--- src/logic/lbst_pkg.sv ---
/*
 * Shared constants for the local bus strobe timing block: register
 * offsets, field positions, reset values and cycle counts.
 * Assumes a single PCI clock domain at 20 MHz in this build.
 */
package lbst_pkg;

    // ---------------------------------------------------------------
    // register map
    // ---------------------------------------------------------------
    localparam logic [7:0]  LBST_OFS_TIMING_A   = 8'h08;
    localparam logic [7:0]  LBST_OFS_TIMING_B   = 8'h0C;

    // ---------------------------------------------------------------
    // timing_a fields
    // ---------------------------------------------------------------
    localparam int          LBST_A_WR_ASRT_LSB  = 24;
    localparam int          LBST_A_WR_DASRT_LSB = 28;
    localparam logic [31:0] LBST_A_RESET        = 32'h20303030;
    localparam logic [31:0] LBST_A_RESET_PAR    = 32'h21202020;

    // ---------------------------------------------------------------
    // timing_b fields
    // ---------------------------------------------------------------
    localparam int          LBST_B_WD_ASRT_LSB  = 0;
    localparam int          LBST_B_WD_REL_LSB   = 4;
    localparam int          LBST_B_RD_DRV_LSB   = 8;
    localparam int          LBST_B_RD_FLT_LSB   = 12;
    localparam int          LBST_B_BLK_LSB      = 20;
    localparam int          LBST_B_CSDEC_LSB    = 23;
    localparam int          LBST_B_LRST_BIT     = 29;
    localparam int          LBST_B_CLKEN_BIT    = 30;
    localparam int          LBST_B_DSMODE_BIT   = 31;
    localparam logic [31:0] LBST_B_WR_MASK      = 32'hE780FFFF;
    localparam logic [31:0] LBST_B_RESET        = 32'h00C004F0;
    localparam logic [31:0] LBST_B_RESET_PAR    = 32'h012002F0;
    localparam logic [2:0]  LBST_BLK_SIZE       = 3'h4;
    localparam logic [2:0]  LBST_BLK_SIZE_PAR   = 3'h2;

    // ---------------------------------------------------------------
    // timing
    // ---------------------------------------------------------------
    localparam logic [3:0]  LBST_NIB_MAX        = 4'hA;
    localparam logic [3:0]  LBST_NIB_FLOAT      = 4'hF;
    localparam logic [3:0]  LBST_CNT_LAST       = 4'hB;
    localparam logic [3:0]  LBST_CSDEC_MAX      = 4'h7;
    localparam logic [1:0]  LBST_MODE_FORCE_SEP = 2'h1;
    localparam int          LBST_MEM_CS_LSB     = 10;
    localparam int          LBST_IO_CS_BASE     = 2;

endpackage

--- src/logic/lbst_ref_counter.sv ---
/*
 * Reference-cycle counter: zero in the reference cycle, then counts
 * up to the last event slot and stops. Exposes both the present and
 * the next count so that outputs can change in the matching cycle.
 */
`timescale 1ns/1ps
module lbst_ref_counter
    import lbst_pkg::*;
(
    input  wire logic       clk_in,
    input  wire logic       rst_n_in,
    input  wire logic       start_in,
    output logic [3:0]      cnt_out,
    output logic [3:0]      next_cnt_out,
    output logic            active_out,
    output logic            next_active_out
);

    // ---------------------------------------------------------------
    // next state
    // ---------------------------------------------------------------
    always_comb begin
        next_active_out = start_in || (active_out && (cnt_out != LBST_CNT_LAST));
        if (start_in) begin
            next_cnt_out = 4'h0;
        end else if (active_out && (cnt_out != LBST_CNT_LAST)) begin
            next_cnt_out = cnt_out + 4'h1;
        end else begin
            next_cnt_out = cnt_out;
        end
    end

    always_ff @(posedge clk_in) begin
        if (!rst_n_in) begin
            cnt_out    <= 4'h0;
            active_out <= 1'b0;
        end else begin
            cnt_out    <= next_cnt_out;
            active_out <= next_active_out;
        end
    end

endmodule

--- src/logic/lbst_top.sv ---
/*
 * Local bus strobe timing: timing registers, reference-cycle tracking,
 * write strobes, data pin drive windows, chip-select decode, local
 * reset and clock output.
 * Assumes FRAME_N_IN and IRDY_N_IN are sampled on CLK_IN by the PCI
 * core; strap and EEPROM-load inputs arrive from outside the domain.
 */
`timescale 1ns/1ps

// Functional notes
// - separate mode, write strobe goes low at timing_a[27:24]; reset 0, parallel 1.
// - data-strobe mode, same field lowers all four data strobes on writes.
// - timing_a[31:28] returns write or data strobes high; reset 2.
// - timing values above 10 are reserved; such accesses are retried.
// - timing_b[3:0] starts data pin drive during writes; reset 0.
// - timing_b[7:4] floats data pins during writes; reset 15.
// - release field at 15 keeps data pins driven outside reads.
// - timing_b[15:12] floats data pins at start of a read; reset 0.
// - timing_b[11:8] drives data pins again at read end; reset 4, parallel 2.
// - release field not 15 ignores read fields, pins float outside writes.
// - timing_b[22:20] is read-only I/O block size code.
// - timing_b[26:23] picks lowest I/O chip-select decode bit A2..A9.
// - memory accesses use fixed 1K decode per chip select.
// - timing_b[29] drives local reset output through a register, one clock later; resets to 0.
// - timing_b[30] enables buffered clock output, else held low.
// - timing_b[31] picks strobe style; forced 0 when mode equals 01.
// - PCI reset also resets local bus logic and peripherals.
// - data pins float while EEPROM configuration loads.
// - reference cycle is two clocks after first IRDY in a frame.
// - address and write data present in reference cycle.
// - data-strobe mode, read-not-write low from reference on writes, high on reads.
module lbst_top
    import lbst_pkg::*;
(
    input  wire logic       CLK_IN,
    input  wire logic       RST_N_IN,
    input  wire logic       FRAME_N_IN,
    input  wire logic       IRDY_N_IN,
    input  wire logic       ACC_WRITE_IN,
    input  wire logic       ACC_MEM_IN,
    input  wire logic [11:0] ACC_ADDR_IN,
    input  wire logic [7:0] ACC_WDATA_IN,
    output logic            ACC_RETRY_OUT,
    output logic            ACC_DONE_OUT,
    output logic [7:0]      ACC_RDATA_OUT,
    input  wire logic       REG_WR_IN,
    input  wire logic       REG_RD_IN,
    input  wire logic [7:0] REG_ADDR_IN,
    input  wire logic [31:0] REG_WDATA_IN,
    output logic [31:0]     REG_RDATA_OUT,
    input  wire logic [1:0] DEV_MODE_IN,
    input  wire logic       PAR_PORT_IN,
    input  wire logic       EE_LOADING_IN,
    output logic [7:0]      LOCAL_ADDRESS_PINS_OUT,
    input  wire logic [7:0] LOCAL_DATA_PINS_IN,
    output logic [7:0]      LOCAL_DATA_PINS_OUT,
    output logic            LOCAL_DATA_PINS_OE_OUT,
    output logic            LOCAL_WRITE_STROBE_N_OUT,
    output logic [3:0]      LOCAL_DATA_STROBES_N_OUT,
    output logic            LOCAL_READ_NOT_WRITE_N_OUT,
    output logic [3:0]      LOCAL_CHIP_SELECTS_N_OUT,
    output logic            LOCAL_RESET_OUT,
    output logic            LOCAL_CLOCK_OUT
);

    // ---------------------------------------------------------------
    // helpers
    // ---------------------------------------------------------------
    function automatic logic [3:0] nib(input logic [31:0] r, input int lsb);
        nib = r[lsb +: 4];
    endfunction

    function automatic logic hit(input logic act, input logic [3:0] c,
                                 input logic [3:0] f);
        hit = act && (c == f);
    endfunction

    // ---------------------------------------------------------------
    // pin synchronisers
    // ---------------------------------------------------------------
    logic [1:0]  par_sync;
    logic [1:0]  ee_sync;

    always_ff @(posedge CLK_IN) begin
        par_sync <= {par_sync[0], PAR_PORT_IN};
        ee_sync  <= {ee_sync[0], EE_LOADING_IN};
    end

    wire logic   par_mode = par_sync[1];
    wire logic   ee_load  = ee_sync[1];

    // ---------------------------------------------------------------
    // timing registers
    // ---------------------------------------------------------------
    logic [31:0] timing_a;
    logic [31:0] timing_b;
    logic        rst_seen;
    logic        force_sep;

    assign force_sep = (DEV_MODE_IN == LBST_MODE_FORCE_SEP);

    always_ff @(posedge CLK_IN) begin
        if (!RST_N_IN) begin
            rst_seen <= 1'b1;
        end else begin
            rst_seen <= 1'b0;
        end
    end

    // reset values load once the strap is through its synchroniser
    always_ff @(posedge CLK_IN) begin
        if (!RST_N_IN || rst_seen) begin
            timing_a <= par_mode ? LBST_A_RESET_PAR : LBST_A_RESET;
        end else if (REG_WR_IN && (REG_ADDR_IN == LBST_OFS_TIMING_A)) begin
            timing_a <= REG_WDATA_IN;
        end
    end

    always_ff @(posedge CLK_IN) begin
        if (!RST_N_IN || rst_seen) begin
            timing_b <= par_mode ? LBST_B_RESET_PAR : LBST_B_RESET;
        end else if (REG_WR_IN && (REG_ADDR_IN == LBST_OFS_TIMING_B)) begin
            timing_b <= (REG_WDATA_IN & LBST_B_WR_MASK) | (timing_b & ~LBST_B_WR_MASK);
        end
    end

    wire logic   ds_mode  = timing_b[LBST_B_DSMODE_BIT] && !force_sep;
    wire logic [3:0] wr_asrt  = nib(timing_a, LBST_A_WR_ASRT_LSB);
    wire logic [3:0] wr_dasrt = nib(timing_a, LBST_A_WR_DASRT_LSB);
    wire logic [3:0] wd_asrt  = nib(timing_b, LBST_B_WD_ASRT_LSB);
    wire logic [3:0] wd_rel   = nib(timing_b, LBST_B_WD_REL_LSB);
    wire logic [3:0] rd_drv   = nib(timing_b, LBST_B_RD_DRV_LSB);
    wire logic [3:0] rd_flt   = nib(timing_b, LBST_B_RD_FLT_LSB);
    wire logic [3:0] cs_dec   = nib(timing_b, LBST_B_CSDEC_LSB);
    wire logic   keep_drv = (wd_rel == LBST_NIB_FLOAT);

    // reserved timing values anywhere in the active fields force retry
    wire logic   bad_tim  = (wr_asrt > LBST_NIB_MAX) || (wr_dasrt > LBST_NIB_MAX)
                         || (wd_asrt > LBST_NIB_MAX) || (rd_drv > LBST_NIB_MAX)
                         || (rd_flt > LBST_NIB_MAX)
                         || (!keep_drv && (wd_rel > LBST_NIB_MAX));

    always_ff @(posedge CLK_IN) begin
        if (!RST_N_IN) begin
            REG_RDATA_OUT <= 32'h00000000;
        end else if (REG_RD_IN) begin
            case (REG_ADDR_IN)
                LBST_OFS_TIMING_A: REG_RDATA_OUT <= timing_a;
                LBST_OFS_TIMING_B: REG_RDATA_OUT <= {ds_mode, timing_b[30:0]};
                default:           REG_RDATA_OUT <= 32'h00000000;
            endcase
        end
    end

    // ---------------------------------------------------------------
    // reference cycle
    // ---------------------------------------------------------------
    logic        irdy_seen;
    logic [1:0]  ref_pipe;
    logic        acc_write;
    logic        acc_mem;
    logic [11:0] acc_addr;
    logic [7:0]  acc_wdata;
    wire logic   in_frame   = !FRAME_N_IN || !IRDY_N_IN;
    wire logic   first_irdy = in_frame && !IRDY_N_IN && !irdy_seen;
    wire logic   ref_cycle  = ref_pipe[1] && !bad_tim;

    always_ff @(posedge CLK_IN) begin
        if (!RST_N_IN) begin
            irdy_seen <= 1'b0;
        end else if (!in_frame) begin
            irdy_seen <= 1'b0;
        end else if (first_irdy) begin
            irdy_seen <= 1'b1;
        end
    end

    always_ff @(posedge CLK_IN) begin
        if (!RST_N_IN) begin
            ref_pipe <= 2'h0;
        end else begin
            ref_pipe <= {ref_pipe[0], first_irdy};
        end
    end

    always_ff @(posedge CLK_IN) begin
        if (!RST_N_IN) begin
            acc_write <= 1'b0;
            acc_mem   <= 1'b0;
            acc_addr  <= 12'h000;
            acc_wdata <= 8'h00;
        end else if (first_irdy) begin
            acc_write <= ACC_WRITE_IN;
            acc_mem   <= ACC_MEM_IN;
            acc_addr  <= ACC_ADDR_IN;
            acc_wdata <= ACC_WDATA_IN;
        end
    end

    always_ff @(posedge CLK_IN) begin
        if (!RST_N_IN) begin
            ACC_RETRY_OUT <= 1'b0;
        end else begin
            ACC_RETRY_OUT <= ref_pipe[1] && bad_tim;
        end
    end

    // ---------------------------------------------------------------
    // event counter
    // ---------------------------------------------------------------
    logic [3:0]  cnt;
    logic [3:0]  next_cnt;
    logic        active;
    logic        next_active;

    lbst_ref_counter u_cnt (
        .clk_in          (CLK_IN),
        .rst_n_in        (RST_N_IN),
        .start_in        (ref_cycle),
        .cnt_out         (cnt),
        .next_cnt_out    (next_cnt),
        .active_out      (active),
        .next_active_out (next_active)
    );

    wire logic   wr_go = next_active && acc_write;
    wire logic   rd_go = next_active && !acc_write;
    wire logic   ending = active && !next_active;

    always_ff @(posedge CLK_IN) begin
        if (!RST_N_IN) begin
            ACC_DONE_OUT <= 1'b0;
        end else begin
            ACC_DONE_OUT <= ending;
        end
    end

    // ---------------------------------------------------------------
    // strobes
    // ---------------------------------------------------------------
    logic        wr_low;
    logic [3:0]  next_ds;

    always_ff @(posedge CLK_IN) begin
        if (!RST_N_IN || !next_active) begin
            wr_low <= 1'b0;
        end else if (hit(wr_go, next_cnt, wr_dasrt)) begin
            wr_low <= 1'b0;
        end else if (hit(wr_go, next_cnt, wr_asrt)) begin
            wr_low <= 1'b1;
        end
    end

    always_comb begin
        next_ds = {4{!(wr_low && ds_mode)}};
    end

    assign LOCAL_WRITE_STROBE_N_OUT = !(wr_low && !ds_mode);
    assign LOCAL_DATA_STROBES_N_OUT = next_ds;

    always_ff @(posedge CLK_IN) begin
        if (!RST_N_IN || !next_active) begin
            LOCAL_READ_NOT_WRITE_N_OUT <= 1'b1;
        end else begin
            LOCAL_READ_NOT_WRITE_N_OUT <= !(ds_mode && acc_write);
        end
    end

    // ---------------------------------------------------------------
    // address, chip selects and write data
    // ---------------------------------------------------------------
    logic [1:0]  cs_idx;
    logic [3:0]  dec_bit;

    always_comb begin
        dec_bit = cs_dec + 4'(LBST_IO_CS_BASE);
        if (acc_mem) begin
            cs_idx = acc_addr[LBST_MEM_CS_LSB +: 2];
        end else begin
            cs_idx = acc_addr[dec_bit +: 2];
        end
    end

    always_ff @(posedge CLK_IN) begin
        if (!RST_N_IN) begin
            LOCAL_ADDRESS_PINS_OUT   <= 8'h00;
            LOCAL_DATA_PINS_OUT      <= 8'h00;
            LOCAL_CHIP_SELECTS_N_OUT <= 4'hF;
        end else if (ref_cycle) begin
            LOCAL_ADDRESS_PINS_OUT   <= acc_addr[7:0];
            LOCAL_DATA_PINS_OUT      <= acc_write ? acc_wdata : LOCAL_DATA_PINS_OUT;
            LOCAL_CHIP_SELECTS_N_OUT <= ~(4'h1 << cs_idx);
        end else if (!next_active) begin
            LOCAL_CHIP_SELECTS_N_OUT <= 4'hF;
        end
    end

    always_ff @(posedge CLK_IN) begin
        if (!RST_N_IN) begin
            ACC_RDATA_OUT <= 8'h00;
        end else if (hit(rd_go, next_cnt, rd_drv)) begin
            // take the byte on the edge before the pins are driven again
            ACC_RDATA_OUT <= LOCAL_DATA_PINS_IN;
        end
    end

    // ---------------------------------------------------------------
    // data pin drive window
    // ---------------------------------------------------------------
    logic        oe;

    always_ff @(posedge CLK_IN) begin
        if (!RST_N_IN || ee_load) begin
            oe <= 1'b0;
        end else if (!next_active) begin
            oe <= keep_drv;
        end else if (acc_write) begin
            if (!keep_drv && hit(wr_go, next_cnt, wd_rel)) begin
                oe <= 1'b0;
            end else if (hit(wr_go, next_cnt, wd_asrt)) begin
                oe <= 1'b1;
            end
        end else if (!keep_drv) begin
            oe <= 1'b0;
        end else if (hit(rd_go, next_cnt, rd_drv)) begin
            oe <= 1'b1;
        end else if (hit(rd_go, next_cnt, rd_flt)) begin
            oe <= 1'b0;
        end
    end

    assign LOCAL_DATA_PINS_OE_OUT = oe;

    // ---------------------------------------------------------------
    // local reset and clock
    // ---------------------------------------------------------------
    always_ff @(posedge CLK_IN) begin
        if (!RST_N_IN) begin
            LOCAL_RESET_OUT <= 1'b1;
        end else begin
            LOCAL_RESET_OUT <= timing_b[LBST_B_LRST_BIT];
        end
    end

    assign LOCAL_CLOCK_OUT = CLK_IN && timing_b[LBST_B_CLKEN_BIT];
endmodule

--- config.mk ---
export PLATFORM = sky130hd
export DESIGN_NAME = lbst_top
export DESIGN_NICKNAME = d
export VERILOG_FILES = /design/src/logic/lbst_pkg.sv /design/src/logic/lbst_ref_counter.sv /design/src/logic/lbst_top.sv
export SDC_FILE = /design/constraint.sdc
export NUM_CORES = 1
export LEC_CHECK = 0
export BUFFER_PORTS_ARGS = -buffer_cell sky130_fd_sc_hd__buf_2
export CAP_MARGIN = 20
export CORE_MARGIN = 4
export CORE_UTILIZATION = 58
export DETAILED_ROUTE_END_ITERATION = 10
export PLACE_DENSITY = 0.95
export SYNTH_ARGS = -nofsm -noshare
export SYNTH_HDL_FRONTEND = slang
export SYNTH_SLANG_ARGS = --single-unit
export TNS_END_PERCENT = 10
--- constraint.sdc ---
create_clock -name CLK_IN -period 11.7 [get_ports CLK_IN]
set_clock_uncertainty 0.2 [all_clocks]
set_input_delay 2.34 -clock CLK_IN [delete_from_list [all_inputs] [get_ports CLK_IN]]
set_output_delay 2.34 -clock CLK_IN [all_outputs]
set_load 0.005 [all_outputs]
# == After elaboration in Yosys (flattened, before gate mapping) ==
# Cells that the tools add are included.
# op_classes
mux,20
n_eq_ne,14
shift,2
n_bitwise,2
multipliers,0
n_reduce_logical,52
div_mod_pow,0
n_addsub,2
order_cmp,6
# op_table
op,n
32-bit two-way mux,4
32-bit one-hot mux with 2 select lines,1
25-bit two-way mux,2
32-bit by 29-bit bitwise OR with 32-bit output,1
4-bit == test,6
4-bit greater-than comparator (second input constant),6
1-bit logical AND,23
8-bit by 4-bit == test with 1-bit output (second input constant),2
4-bit two-way mux,4
1-bit logical NOT,13
12-bit by 5-bit variable part select with 2-bit output,1
1-bit logical OR,10
1-bit two-way mux,8
2-bit AND reduction,3
5-bit by 3-bit != test with 1-bit output (second input constant),1
4-bit by 1-bit adder with 4-bit output (second input constant),1
4-bit by 2-bit adder with 4-bit output (second input constant),1
4-bit == test (second input constant),1
4-bit by 2-bit != test with 1-bit output (second input constant),1
4-bit != test (second input constant),1
4-bit inverter,1
2-bit nonzero test,2
1-bit by 2-bit << shifter with 4-bit output (first input constant),1
2-bit by 1-bit == test with 1-bit output (second input constant),1
other kinds (3),3
# word_totals
latchBits,0
regBits,165
rom_bits,0
wordCells,122
mem_bits_rw,0
memories,0

# == Longest topological paths before layout ==
# depth
word_depth,16
mapped_depth,10

# == Hierarchy ==
# From an unflattened synthesis, not the netlist that was laid out.
# unflattened
cells_unflattened,632
area_unflattened_um2,6478.7
# by_module_without_submodules
mod,area_per_inst_um2,cells_per_inst,seq_area_each_um2,n_inst
lbst_top,6183.4,600,3633.5,1
lbst_ref_counter,295.3,32,100.1,1

==> results.md <==
* Syn nets at 771
* CTS tree: built
* Setup Fix Bufs, Post-CTS at 0
* Initial Utilization at 0.594
* Sequential fraction of the synthesis area at 0.548
* Endpoints failing setup at 0
* Row cnt at 39
* Mean Syn Cell Area at 9.88 um^2
* Drt initial violations at 541
* Post-layout util at 0.717
* Die ar. at 13500 um^2
* CORE AREA at 11500 um^2
* Placed cells at 943
* R2R depth at 7
* CP Max Fanout at 2
* Wire length per cell at 18.0 um
* Total via count in the routed design at 5825
* Ys Warns at 0
* Largest net degree at the start of global routing at 75
* Grt ovf at 0
* Die H at 116 um
* Synthesized flop and latch total at 158
* Max-slew violations at 0
* Worst skew pair latency at 550 ps
* Synth Instances at 689
* Multi-input gate area at 2820 um^2
* Critical path required time at 9160 ps
* Clk slew on worst S/H paths at 60 ps
* Unrepaired setup endpoints after global routing: false
* Post-Route Setup TNS at 0 ps
* Final Hold Fails at 0
* FFs w/ async S/R, synth at 0
* GRT Overall Usage at 0.266
* Crit-path cells: clkbuf_16 -> clkbuf_16 -> and2_1 -> buf_2
* Post-Place Cell Area at 7570 um^2
* Register area at 3730 um^2
* Avg Vias per Cell at 5.96
* Layout area overhead at 20.7%
* Design area at 8220 um^2
* Remaining DRCs at 0
* Nets at 904
* Post-synth EDFFs at 57
* Remaining antenna violation count at 0
* IO Pins at 151
* Slew @ Worst Pin at 1130 ps
* Initial antenna violation count at 0
* Cell Count, Final, Fillers Out at 978
* Critical Path Max Stage Delay at 160 ps
* Vias in the first global route at 5772
* Yosys cell types at 65
* Outcome: completed
* Mapped Area at 6810 um^2
* Crit Path Class: clock port to output pin
* I/O Buffers at 150
* Worst vdd ir at 0.110 mV
* Pleak at 3.46 nW
* Critical Path Source Type: clock port
* GP Congestion at 0.898
* First-pass GRT wire length at 27.8 mm
* # diodes at 0
* CTS Hold Buffers Added at 0
* Crit path arrival time at 6390 ps
* Post-DP HPWL at 11.3 mm
* Fill cells at 754
* Post-synth top flop: dfxtp_1
* CP max-delay cell: and2_1
* Setup crit end kind: output pin
* Max-Cap Viols at 0
* Rel. slew slack at 0.248
* Die outline width at 116 um
* Min-delay worst type: flip-flop to flip-flop
* Pwr Total at 1.29 mW
* First-pass iteration count of the detailed router at 5
* Most Frequent Cell on Critical Path: clkbuf_16
* Reg2Reg Setup Slack at 8150 ps
* Final WL at 17.6 mm
* Worst hold path depth at 0
* Share of cells above drive strength 1 at 0.262
* Pwr dens at 157 nW/um^2
* Post-CTS sizing at 0
==> registers in the layout, summed over array words and instances (netlist names), 8 cells and up <==
register / cells
REG_RDATA_OUT: 32
timing_b: 25
LOCAL_DATA_PINS_OUT: 8
acc_addr: 12
ACC_RDATA_OUT: 8
timing_a: 32
acc_wdata: 8
LOCAL_ADDRESS_PINS_OUT: 8
==> path summary, 6_finish.rpt <==
| kind | startpoint | to |
|---|---|---|
| max reg2reg | timing_a[28] | ACC_RDATA_OUT[2] |
| min | par_sync[0] | par_sync[1] |
| min reg2reg | par_sync[0] | par_sync[1] |
| max | CLK_IN | LOCAL_CLOCK_OUT |
==> placed cells by master (no fill, tap or decap), types with 3 or more instances in the layout <==
cell type | netlist | layout
a21boi_0 | 4 | 4
a21o_1 | 7 | 7
a21oi_1 | 68 | 68
a221oi_1 | 3 | 3
a22oi_1 | 9 | 9
and2_1 | 31 | 31
buf_2 | 5 | 150
buf_4 | 5 | 6
clkbuf_16 | 0 | 21
clkinv_2 | 0 | 4
dfxtp_1 | 101 | 101
edfxtp_1 | 57 | 57
inv_1 | 13 | 12
inv_6 | 0 | 3
mux2i_1 | 37 | 37
mux4_2 | 5 | 5
nand2_1 | 104 | 104
nand2b_1 | 5 | 5
nand3_1 | 17 | 17
nand4_1 | 3 | 3
nor2_1 | 74 | 73
nor3_1 | 10 | 10
nor3b_1 | 4 | 4
nor4_1 | 3 | 3
o21a_1 | 3 | 3
o21ai_0 | 9 | 8
o21ai_1 | 4 | 4
o22ai_1 | 3 | 3
o32ai_1 | 3 | 3
or2_2 | 13 | 13
or3_1 | 3 | 3
xnor2_1 | 5 | 5
xor2_1 | 3 | 3
==> critical path, delay by kind of cell <==
family | cells | cell delay, ps
and+or+nand+nor | 1 | 160
buffers and inverters | 3 | 380
==> where the power goes <==
| group | switching, mW | internal, mW |
|---|---|---|
| clock | 0.234 | 0.355 |
| combinational | 0.0508 | 0.0401 |
| sequential | 0.0197 | 0.591 |
==> routing by layer <==
layer  vias to the layer above  wire length [um]  global-route usage
li1                       2696                 -                   -
met1                      2723              6940               0.339
met2                       335              8270               0.414
met3                        71              1690              0.0762
met4                         0               694               0.141
met5                         -                 0                   0
==> cell type report <==
cell class              count  share of cell area
well taps                 143              0.0218
multi-input cells         473               0.343
clock inverters            12              0.0129
repair buffers            155              0.0962
flip-flops and latches    158               0.454
clock buffers              24              0.0664
inverters                  13             0.00594
==> cell families after synthesis <==
kind of cell | after synthesis | synth area share
compound gates | 140 | 0.133
xor+xnor | 9 | 0.0138
simple gates | 279 | 0.190
mux | 43 | 0.0726
buf+inv | 58 | 0.0390
fa+ha+maj | 2 | 0.00368
flops | 158 | 0.548
==> cells in the mapped netlist (all sizes together) (3+ instances only) <==
cell type,instances,area (um^2)
nand2,104,390
dfxtp,101,2020
nor2,74,278
a21oi,70,358
edfxtp,57,1710
mux2i,37,370
and2,31,194
clkbuf,26,97.6
buf,19,119
nand3,17,85.1
inv,13,48.8
o21ai,13,65.1
or2,13,81.3
nor3,11,60.1
a22oi,9,67.6
a21o,7,52.6
mux4,5,113
nand2b,5,31.3
o32ai,5,58.8
xnor2,5,43.8
a21boi,4,30.0
nor3b,4,30.0
a211oi,3,27.5
a221oi,3,26.3
nand4,3,18.8
nor4,3,18.8
o21a,3,22.5
o22ai,3,18.8
or3,3,18.8
xor2,3,26.3
==> per-stage QoR <==
stage | setup slack (ps) | hold slack, ps
2_1_floorplan | 3170 | 110
3_3_place_gp | 3070 | 115
3_5_place_dp | 3070 | 117
4_1_cts | 2760 | 131
5_1_grt | 2750 | 144
6_report | 2770 | 128
(Power assumes the default switching activity.)
